==> src/int_divider_cfg.svh <==
// register offsets, field positions, reset values and timing counts of the divider
`ifndef INT_DIVIDER_CFG_SVH
`define INT_DIVIDER_CFG_SVH

`define OFS_DIVIDER_CONFIG   8'h00
`define OFS_DIVIDER_STATUS   8'h04
`define OFS_DIVIDEND_OPERAND 8'h08
`define OFS_DIVISOR_OPERAND  8'h0c
`define OFS_QUOTIENT_RESULT  8'h10
`define OFS_REMAINDER_RESULT 8'h14

`define CFG_INT_EN_BIT       0
`define CFG_UNSIGNED_BIT     1
`define STAT_DONE_BIT        0
`define STAT_ZERO_DIV_BIT    1

`define RESET_WORD           32'h0000_0000
`define DIV_CYCLES           16
`define BITS_PER_CYCLE       2

`endif

==> src/int_divider_pkg.sv <==
// types shared by the divider files
`default_nettype none
package int_divider_pkg;
  typedef logic [31:0] word_t;
  typedef enum logic [1:0] {
    ST_IDLE,
    ST_RUN,
    ST_FIX
  } div_state_t;
endpackage
`default_nettype wire

==> src/hw_int_divider_32.sv <==
// memory-mapped 32-bit integer divider with apb register access
//
// Design decision made here: the APB interface to the registers.
`timescale 1ns/100ps
`default_nettype none
`include "int_divider_cfg.svh"
module hw_int_divider_32 #(
  parameter int CYCLES = `DIV_CYCLES
) (
  input  wire logic                 pclk,
  input  wire logic                 presetn,
  input  wire logic                 psel,
  input  wire logic                 penable,
  input  wire logic                 pwrite,
  input  wire logic [7:0]           paddr,
  input  wire int_divider_pkg::word_t pwdata,
  input  wire logic [3:0]           pstrb,
  output logic                      pready,
  output int_divider_pkg::word_t    prdata,
  output logic                      pslverr,
  output logic                      irq,
  output logic                      busy
);
  import int_divider_pkg::*;

  // run cycles retire two quotient bits each; the publish cycle retires the last pair
  localparam logic [4:0] LAST_RUN = 5'(CYCLES - 2);

  typedef struct packed {
    logic       int_en;
    logic       unsigned_sel;
    logic       done;
    logic       zero_div;
    word_t      dividend;
    word_t      divisor;
    word_t      quotient;
    word_t      remainder;
    div_state_t state;
    logic [4:0] count;
    logic       neg_q;
    logic       neg_r;
    word_t      work_rem;
    word_t      work_quo;
    word_t      work_dvs;
    logic       pready;
    word_t      prdata;
    logic       pslverr;
    logic       irq;
    logic       busy;
  } regs_t;

  regs_t r_q;
  regs_t r_d;

  logic  setup;
  logic  wr;
  logic  rd;
  logic  mapped;
  logic  in_signed;
  word_t abs_dividend;
  word_t abs_divisor;
  word_t rem_mid;
  word_t quo_mid;
  word_t rem_step;
  word_t quo_step;
  word_t quo_fixed;
  word_t rem_fixed;
  logic  sel_config;
  logic  sel_status;
  logic  sel_dividend;
  logic  sel_divisor;
  logic  sel_quotient;
  logic  sel_remainder;
  logic  start_div;
  logic  start_zero;
  logic  clear_done;
  logic  clear_zero;
  logic  last_run;
  word_t config_word;
  word_t status_word;
  word_t read_word;

  // operand magnitudes for signed mode
  assign in_signed = ~r_q.unsigned_sel;

  sign_fix #(.W(32)) u_abs_dividend (
    .value  (r_q.dividend),
    .negate (in_signed & r_q.dividend[31]),
    .result (abs_dividend)
  );

  sign_fix #(.W(32)) u_abs_divisor (
    .value  (pwdata),
    .negate (in_signed & pwdata[31]),
    .result (abs_divisor)
  );

  // two restoring steps per clock give 32 quotient bits in 16 cycles
  div_step #(.W(32)) u_step0 (
    .rem_in  (r_q.work_rem),
    .quo_in  (r_q.work_quo),
    .divisor (r_q.work_dvs),
    .rem_out (rem_mid),
    .quo_out (quo_mid)
  );

  div_step #(.W(32)) u_step1 (
    .rem_in  (rem_mid),
    .quo_in  (quo_mid),
    .divisor (r_q.work_dvs),
    .rem_out (rem_step),
    .quo_out (quo_step)
  );

  sign_fix #(.W(32)) u_fix_quo (
    .value  (quo_step),
    .negate (r_q.neg_q),
    .result (quo_fixed)
  );

  sign_fix #(.W(32)) u_fix_rem (
    .value  (rem_step),
    .negate (r_q.neg_r),
    .result (rem_fixed)
  );

  assign setup  = psel & ~penable;
  assign wr     = psel & penable & pwrite & r_q.pready;
  assign rd     = setup & ~pwrite;
  assign mapped = (paddr[1:0] == 2'b00) && (paddr <= `OFS_REMAINDER_RESULT);

  // register selects; an unaligned or out-of-range offset selects nothing
  assign sel_config    = mapped && (paddr == `OFS_DIVIDER_CONFIG);
  assign sel_status    = mapped && (paddr == `OFS_DIVIDER_STATUS);
  assign sel_dividend  = mapped && (paddr == `OFS_DIVIDEND_OPERAND);
  assign sel_divisor   = mapped && (paddr == `OFS_DIVISOR_OPERAND);
  assign sel_quotient  = mapped && (paddr == `OFS_QUOTIENT_RESULT);
  assign sel_remainder = mapped && (paddr == `OFS_REMAINDER_RESULT);

  // the divisor write launches the operation; a zero divisor raises its flag, clears done and returns to idle
  assign start_div  = wr & sel_divisor & (pwdata != `RESET_WORD);
  assign start_zero = wr & sel_divisor & (pwdata == `RESET_WORD);

  // write-one-to-clear requests on the status flags
  assign clear_done = wr & sel_status & pstrb[0] & pwdata[`STAT_DONE_BIT];
  assign clear_zero = wr & sel_status & pstrb[0] & pwdata[`STAT_ZERO_DIV_BIT];

  // last run cycle; the publish cycle follows it
  assign last_run = (r_q.state == ST_RUN) && (r_q.count == LAST_RUN);

  // narrow registers read back in the low bits, the rest as zero
  assign config_word = {30'h0000_0000, r_q.unsigned_sel, r_q.int_en};
  assign status_word = {30'h0000_0000, r_q.zero_div, r_q.done};

  assign read_word = sel_config    ? config_word :
                     sel_status    ? status_word :
                     sel_dividend  ? r_q.dividend :
                     sel_divisor   ? r_q.divisor :
                     sel_quotient  ? r_q.quotient :
                     sel_remainder ? r_q.remainder :
                     `RESET_WORD;

  always_comb begin
    r_d = r_q;

    // zero wait states: the access cycle after setup always sees pready high
    r_d.pready  = setup;
    r_d.pslverr = setup & ~mapped;
    // read data stands for the access cycle only and is zero otherwise
    r_d.prdata  = rd ? read_word : `RESET_WORD;

    // configuration, both bits in byte lane 0
    if (wr && sel_config && pstrb[0]) begin
      r_d.int_en       = pwdata[`CFG_INT_EN_BIT];
      r_d.unsigned_sel = pwdata[`CFG_UNSIGNED_BIT];
    end

    // dividend, written lane by lane
    if (wr && sel_dividend) begin
      for (int b = 0; b < 4; b++) begin
        if (pstrb[b]) begin
          r_d.dividend[8*b +: 8] = pwdata[8*b +: 8];
        end
      end
    end

    // the divisor always takes the whole word
    if (wr && sel_divisor) begin
      r_d.divisor = pwdata;
    end

    // flag clears come first so that a completion in the same cycle wins
    if (clear_done) begin
      r_d.done = 1'b0;
    end
    if (clear_zero) begin
      r_d.zero_div = 1'b0;
    end

    // divider sequencing
    unique case (r_q.state)
      ST_IDLE: begin
      end
      ST_RUN: begin
        r_d.work_rem = rem_step;
        r_d.work_quo = quo_step;
        r_d.count    = r_q.count + 5'd1;
        if (last_run) begin
          r_d.state = ST_FIX;
        end
      end
      ST_FIX: begin
        // last cycle of 16: retire the final bit pair, apply the signs and raise done
        r_d.quotient  = quo_fixed;
        r_d.remainder = rem_fixed;
        r_d.done      = 1'b1;
        r_d.state     = ST_IDLE;
      end
      default: begin
        // unused encoding: fall back to idle
        r_d.state = ST_IDLE;
      end
    endcase

    // a zero divisor flags at once and leaves the results alone
    if (start_zero) begin
      r_d.done     = 1'b0;
      r_d.zero_div = 1'b1;
      r_d.state    = ST_IDLE;
    end

    if (start_div) begin
      // start with current dividend and sign mode
      r_d.done     = 1'b0;
      r_d.work_rem = `RESET_WORD;
      r_d.work_quo = abs_dividend;
      r_d.work_dvs = abs_divisor;
      r_d.neg_q    = in_signed & (r_q.dividend[31] ^ pwdata[31]);
      r_d.neg_r    = in_signed & r_q.dividend[31];
      r_d.count    = 5'd0;
      r_d.state    = ST_RUN;
    end

    r_d.irq  = r_d.done & r_d.int_en;
    r_d.busy = (r_d.state != ST_IDLE);
  end

  always_ff @(posedge pclk or negedge presetn) begin
    if (!presetn) begin
      r_q <= '0;
    end else begin
      r_q <= r_d;
    end
  end

  assign pready  = r_q.pready;
  assign prdata  = r_q.prdata;
  assign pslverr = r_q.pslverr;
  assign irq     = r_q.irq;
  assign busy    = r_q.busy;
endmodule
`default_nettype wire

==> src/div_step.sv <==
// one restoring division step on an unsigned partial remainder
`timescale 1ns/100ps
`default_nettype none
module div_step #(
  parameter int W = 32
) (
  input  wire logic [W-1:0] rem_in,
  input  wire logic [W-1:0] quo_in,
  input  wire logic [W-1:0] divisor,
  output logic      [W-1:0] rem_out,
  output logic      [W-1:0] quo_out
);
  logic [W:0] shifted;
  logic [W:0] diff;

  always_comb begin
    shifted = {rem_in, quo_in[W-1]};
    diff    = shifted - {1'b0, divisor};
    if (diff[W]) begin
      rem_out = shifted[W-1:0];
      quo_out = {quo_in[W-2:0], 1'b0};
    end else begin
      rem_out = diff[W-1:0];
      quo_out = {quo_in[W-2:0], 1'b1};
    end
  end
endmodule
`default_nettype wire

==> src/sign_fix.sv <==
// magnitude/sign conversion for a two's-complement word
`timescale 1ns/100ps
`default_nettype none
module sign_fix #(
  parameter int W = 32
) (
  input  wire logic [W-1:0] value,
  input  wire logic         negate,
  output logic      [W-1:0] result
);
  always_comb begin
    result = negate ? (~value + {{(W-1){1'b0}}, 1'b1}) : value;
  end
endmodule
`default_nettype wire

==> config.mk <==
export PLATFORM = sky130hd
export DESIGN_NAME = hw_int_divider_32
export DESIGN_NICKNAME = d
export VERILOG_FILES = /design/src/int_divider_pkg.sv /design/src/hw_int_divider_32.sv /design/src/div_step.sv /design/src/sign_fix.sv
export VERILOG_INCLUDE_DIRS = /design/src /design/src/src
export SDC_FILE = /design/constraint.sdc
export NUM_CORES = 1
export LEC_CHECK = 0
export BUFFER_PORTS_ARGS = -buffer_cell sky130_fd_sc_hd__buf_2
export CAP_MARGIN = 5
export CORE_MARGIN = 2
export CORE_UTILIZATION = 43
export DETAILED_ROUTE_END_ITERATION = 8
export HOLD_SLACK_MARGIN = 0.05
export RECOVER_POWER = 25
export SYNTH_ARGS = -nofsm -noshare
export SYNTH_HDL_FRONTEND = slang
export SYNTH_SLANG_ARGS = --single-unit
==> constraint.sdc <==
create_clock -name pclk -period 10.8 [get_ports pclk]
set_input_delay 2.7 -clock pclk [delete_from_list [all_inputs] [get_ports pclk]]
set_output_delay 2.7 -clock pclk [all_outputs]
set_load 0.005 [all_outputs]
Yosys cells after proc, flatten, opt, wreduce, memory -nomap -nowiden
Index checks and enable logic that the tools add are counted.

operators by class
  multipliers = 0
  $add $sub $neg = 7
  $lt $le $gt $ge = 1
  equal/unequal tests = 8
  reduce and logical (&&, ||, !) cells = 24
  multiplexer cells = 27
  shift-type cells = 0
  divide/modulo/power cells = 0
  bitwise gates (word level) = 26

operator list
  operator                 number
  $mux W32                 13
  $add A32 B1 Y32 const B  4
  $not A32 Y32             4
  $mux W105                1
  $sub A33 B32 Y33         2
  $mux W64                 1
  $logic_not A32 Y1        1
  $reduce_bool A32 Y1      1
  $and A1 B1 Y1            17
  $eq A8 B4 Y1 const B     2
  $eq A8 B5 Y1 const B     2
  $logic_and A1 B1 Y1      12
  $eq A8 B3 Y1 const B     1
  $le A8 B5 Y1 const B     1
  $logic_not A8 Y1         1
  $mux W2                  4
  $reduce_and A2 Y1        4
  $mux W1                  6
  $reduce_bool A2 Y1       3
  $add A5 B1 Y5 const B    1
  $eq A5 B4 Y1 const B     1
  $mux W5                  1
  $logic_not A2 Y1         2
  $not A1 Y1               4
  other kinds (4)          4

word-level totals
  bits in registers = 273
  latch bits = 0
  memories kept = 0
  RAM bits = 0
  output and inout bits = 36
  memory bits (read-only) = 0

Depth between registers and ports, before layout
  depth after elaboration = 11
  depth in mapped cells = 41
  depth with buffers taken out = 32

By module
Synthesis repeated with hierarchy kept, for this count alone.

unflattened totals
  cell total of the unflattened synthesis = 2085
  area, all modules = 20226.9 µm²

modules (own cells, without submodules)
  module              times used  area each (µm²)  cells an instance  sequential area each (µm²)
  hw_int_divider_32   1           12080.3          1007               6831.6
  sign_fix            4           777.0            99                 0.0
  div_step (u_step1)  1           2549.9           340                0.0
  div_step (u_step0)  1           2488.6           342                0.0

Least setup slack after synthesis
OpenSTA, ideal clock, no wires.

  path type = register to register
  start = register r_q[99] (netlist bit)
  end = register r_q[165] (netlist bit)
  library setup time = 0.069 ns
  buffers on the path = 9
  clock period less this slack = 7.553 ns
  cell stages (with the launch flop) = 42
  setup slack = 3.247 ns
  data arrival time = 7.484 ns
  cells stage by stage = dfrtp_1 > inv_1 > ha_1 > inv_1 > fa_1 > a211oi_1 > o211ai_2 > nand4_2 > a2111oi_4 > nor3_2 > buf_2 > nor2_4 > inv_2 > buf_6 > buf_6 > clkbuf_1 > buf_1 > nand2_1 > [6 not listed] > a31oi_1 > o21ai_1 > a21boi_1 > or3_4 > nand2_4 > buf_2 > buf_2 > nand2_1 > o21ai_0 > ha_1 > inv_1 > a221oi_1 > and3_1 > or2_0 > clkbuf_1 > nand2_1 > or4b_1 > nand3_1

on the way
  longest elaborated chain between the ends = 7

RTL lines
  item                    line                      source
  start, declared         hw_int_divider_32.sv:52   regs_t r_q;
  start signal, assigned  hw_int_divider_32.sv:252  r_q <= r_d;
  $sub A33 B32 Y33        div_step.sv:18            diff = shifted - {1'b0, divisor};
  $mux W32 (*)            div_step.sv:19            if (diff[W]) begin
  $sub A33 B32 Y33        div_step.sv:18
  $mux W32 (*)            div_step.sv:19
  $not A32 Y32            sign_fix.sv:12            result = negate ? (~value + {{(W-1){1'b0}}, 1'b1}) : value;
  $add A32 B1 Y32         sign_fix.sv:12
  $mux W32 (*)            sign_fix.sv:12

Mark *: on every way between the ends. The rest lies on a longest branch, timed or not.
A chain may end at the register's enable or synchronous reset.

Worst setup path after layout
  start = register r_q[41] (netlist bit)
  end = register r_q[165] (netlist bit)

on the way
  longest elaborated chain between the ends = 7

RTL lines
  item              line
  $sub A33 B32 Y33  div_step.sv:18
  $mux W32          div_step.sv:19
  $sub A33 B32 Y33  div_step.sv:18
  $mux W32 (*)      div_step.sv:19
  $not A32 Y32      sign_fix.sv:12
  $add A32 B1 Y32   sign_fix.sv:12
  $mux W32 (*)      sign_fix.sv:12

Marks and branches as above.

==> impl_metrics.py <==
metrics = {
    "timing": {
        "rsz0062_at_grt": "false",
        "hold_violations": 0,
        "tightest_slew_ps": 4420,
        "finalMaxSlewViolations": 211,
        "fin_ws_ps": 1760,
        "max_freq_mhz": 111,
        "period_needed_ps": 9040,
        "relSlewSlack": -1.95,
        "setup_tns_ps": 0,
        "clock_skew_ps": 10.8,
        "finalCritPeriodShare": 0.837,
        "finalSetupViolCount": 0,
    },
    "global_route": {
        "grt_antenna_before_repair": 0,
        "grt_max_degree": 100,
        "grt_pass1_wl_mm": 98.4,
        "grt_pass1_vias": 16433,
        "grtUsageTotal": 0.269,
        "grt_overflow": 0,
    },
    "synthesis": {
        "synthCells": 2258,
        "syn_area_um2": 19300,
        "synth_edf_count": 0,
        "syn-num-nets": 2379,
        "ys_warn_count": 0,
        "synth_flop_cell": "dfrtp_1",
        "synth_cell_types": 99,
        "synthArstFlopShare": 1.00,
        "synth_seq_cells": 273,
        "yosysSeqAreaShare": 0.354,
        "avgSynthCellArea_um2": 8.54,
    },
    "worst_setup_path": {
        "rrSetupSlack_ps": 1760,
        "critPathTopFamily": "compound AO/OA/AOI/OAI gates",
        "worstReg2RegStart": "r_q[41]",
        "rr_endpoint": "r_q[165]",
        "required_ps": 11310,
        "worstRegToRegCells": 29,
        "cp-start-kind": "flop",
        "critPathCaptureType": "flop",
        "slowest_stage": "a2111oi_4",
        "crit_type": "flop to flop",
        "crit_path_max_incr_delay_ps": 530,
        "cp_max_fo": 36,
        "arrival_ps": 9550,
        "cp_num_buf_inv": 4,
    },
    "floorplanning": {
        "initial_core_util": 0.436,
        "die_area_um2": 46500,
        "die_width_um": 216,
        "io_pins": 85,
        "row_count": 77,
        "coreArea_um2": 44200,
        "die_y_um": 216,
    },
    "drt": {
        "drtIter0Drc": 1557,
        "drc": 0,
        "drtPass1Iterations": 5,
        "ant_nets": 0,
        "num_vias": 17239,
        "drt-total-wl_mm": 63.7,
        "wl_per_cell_um": 22.3,
        "via_per_inst": 6.04,
    },
    "clock_network": {
        "clk_latency_ps": 580,
        "cts_buffers": 31,
        "cts-root-buf": "clkbuf_16",
        "hold_buffers": 0,
        "clk_pin_slew_ps": 70,
        "htree_levels": 1,
        "cts.sinks": 273,
        "ctsLongestPathBuffers": 3,
        "cts_tree": "built",
        "ctsResizeCount": 0,
        "post-cts-setup-buffer-count": 0,
    },
    "placement": {
        "gp_congestion": 0.987,
        "io_buffers": 84,
        "placed_area_um2": 19900,
        "post-place-ws_ps": 2030,
        "dp_hpwl_mm": 47.5,
    },
    "finish": {
        "diodes": 0,
        "fillCellCount": 4342,
        "final_cell_area_um2": 20900,
        "regArea_um2": 6830,
        "postLayoutCoreUtil": 0.472,
        "syn_to_final_growth_pct": 8.34,
        "multi_input_area_um2": 11400,
        "drive_above_1_share": 0.125,
        "nNetsFinal": 2361,
    },
    "job": {
        "cap_viol_max_count": 3,
    },
    "hold_path": {
        "hold_depth": 2,
        "hold_end": "r_q[193]",
        "hold_path_startpoint": "r_q[193]",
        "hold_path.class": "flop to flop",
    },
    "power": {
        "powerDensity_nw_per_um2": 292,
        "power_leakage_nw": 9.32,
        "power_mw": 6.09,
        "vdd_drop_max_uv": 213,
    },
    "outcome": {
        "status": "finished, violations left",
        "failed_checks": "capacitance limit, slew limit",
    },
}
-- per-stage QoR --
stage                     hold slack (ps)  std cells
after floorplan                       443       2258
after global placement                462       2799
after detailed placement              470       2799
after CTS                             484       2856
after global routing                  509       2856
final                                 480       2856
-- report_power, final --
group | leakage [nW] | internal (mW) | switching, mW
combinational | 5.31 | 1.18 | 2.35
clock | 0.509 | 0.628 | 0.453
sequential | 3.50 | 1.23 | 0.242
-- Yosys cell counts, types with 5 or more instances --
library cell | count | share of area
a211o_1 | 6 | 0.0027
a211oi_1 | 32 | 0.012
a21o_1 | 31 | 0.012
a21oi_1 | 142 | 0.037
a221o_1 | 5 | 0.0026
a221oi_1 | 6 | 0.0027
a22oi_1 | 63 | 0.025
a31oi_1 | 49 | 0.016
and2_1 | 19 | 0.0062
and3_1 | 18 | 0.0058
and4_1 | 7 | 0.0032
buf_1 | 10 | 0.0019
buf_2 | 14 | 0.0036
buf_4 | 38 | 0.015
buf_6 | 6 | 0.0035
clkbuf_1 | 89 | 0.017
dfrtp_1 | 273 | 0.35
ha_1 | 70 | 0.045
inv_1 | 76 | 0.015
mux2_2 | 75 | 0.044
mux2i_1 | 26 | 0.014
nand2_1 | 283 | 0.055
nand2b_1 | 22 | 0.0071
nand3_1 | 35 | 0.0091
nand4_1 | 17 | 0.0055
nor2_1 | 189 | 0.037
nor2b_1 | 16 | 0.0052
nor3_1 | 55 | 0.014
nor3b_1 | 5 | 0.0019
nor4_1 | 15 | 0.0049
o2111ai_1 | 5 | 0.0023
o211ai_1 | 12 | 0.0047
o21a_1 | 10 | 0.0039
o21ai_0 | 169 | 0.044
o21ai_1 | 23 | 0.0060
o31ai_1 | 33 | 0.013
o41ai_1 | 15 | 0.0068
or3_1 | 11 | 0.0036
or4_1 | 13 | 0.0051
xnor2_1 | 81 | 0.037
xor2_1 | 85 | 0.039
-- cell families (layout without fill, tap and decap cells) --
group                      count (synthesis)  count (layout)  share of synthesized area
muxes                                    108             108                     0.0621
adders and majority gates                 72              72                     0.0475
buffers and inverters                    235             241                     0.0564
AOI/OAI and AO/OA                        665             665                      0.223
and+or+nand+nor                          739             739                      0.181
xor gates and xnor gates                 166             166                     0.0754
DFF                                      273             273                      0.354
-- layer usage --
metal / GRT usage / vias to the layer above / wire [µm]
li1: - / 8076 / -
met4: 0.0529 / 0 / 1060
met2: 0.431 / 615 / 28900
met3: 0.0311 / 78 / 4150
met5: 0 / - / 0
met1: 0.393 / 8470 / 29600
-- worst register-to-register path: cells and delay by family (launching register included) --
family	cells	cell delay (ps)
AOI/OAI and AO/OA	13	4180
and+or+nand+nor	8	2180
adders and majority gates	3	1250
buffers and inverters	4	700
muxes	1	340
DFF	1	330
-- layout by cell type (no fill, tap or decap), drive strengths merged, types with 79 or more instances in the layout --
| cell | synthesis | routed |
|---|---|---|
| nand2 | 284 | 284 |
| dfrtp | 273 | 273 |
| o21ai | 193 | 193 |
| nor2 | 190 | 190 |
| a21oi | 145 | 145 |
| buf | 68 | 103 |
| xor2 | 85 | 85 |
| xnor2 | 81 | 81 |
| mux2 | 81 | 81 |
| inv | 78 | 79 |
-- final cells by class --
| cell class | instances | area share |
|---|---|---|
| clock buffers | 43 | 0.0431 |
| multi-input cells | 1750 | 0.546 |
| inverters | 78 | 0.0140 |
| repair buffers | 106 | 0.0277 |
| flip-flops and latches | 273 | 0.327 |
| clock inverters | 14 | 0.00647 |
| well taps | 592 | 0.0355 |
-- registers in the layout, summed over array words and instances, names as in the netlist --
register	count
pready	1
pslverr	1
r_q	235
prdata	32
busy	1
irq	1
config_word	2
-- worst max path at each step --
stage	start	end	cells after the start	slack, ps
floorplan	r_q[99]	r_q[165]	41	3250
global placement	r_q[99]	r_q[165]	31	2350
detailed placement	r_q[104]	r_q[165]	28	2030
CTS	r_q[41]	r_q[165]	29	2000
global route	presetn	r_q[159]	3	790
finish	r_q[41]	r_q[165]	29	1760
Note: power is estimated with default switching activity, not from simulation.
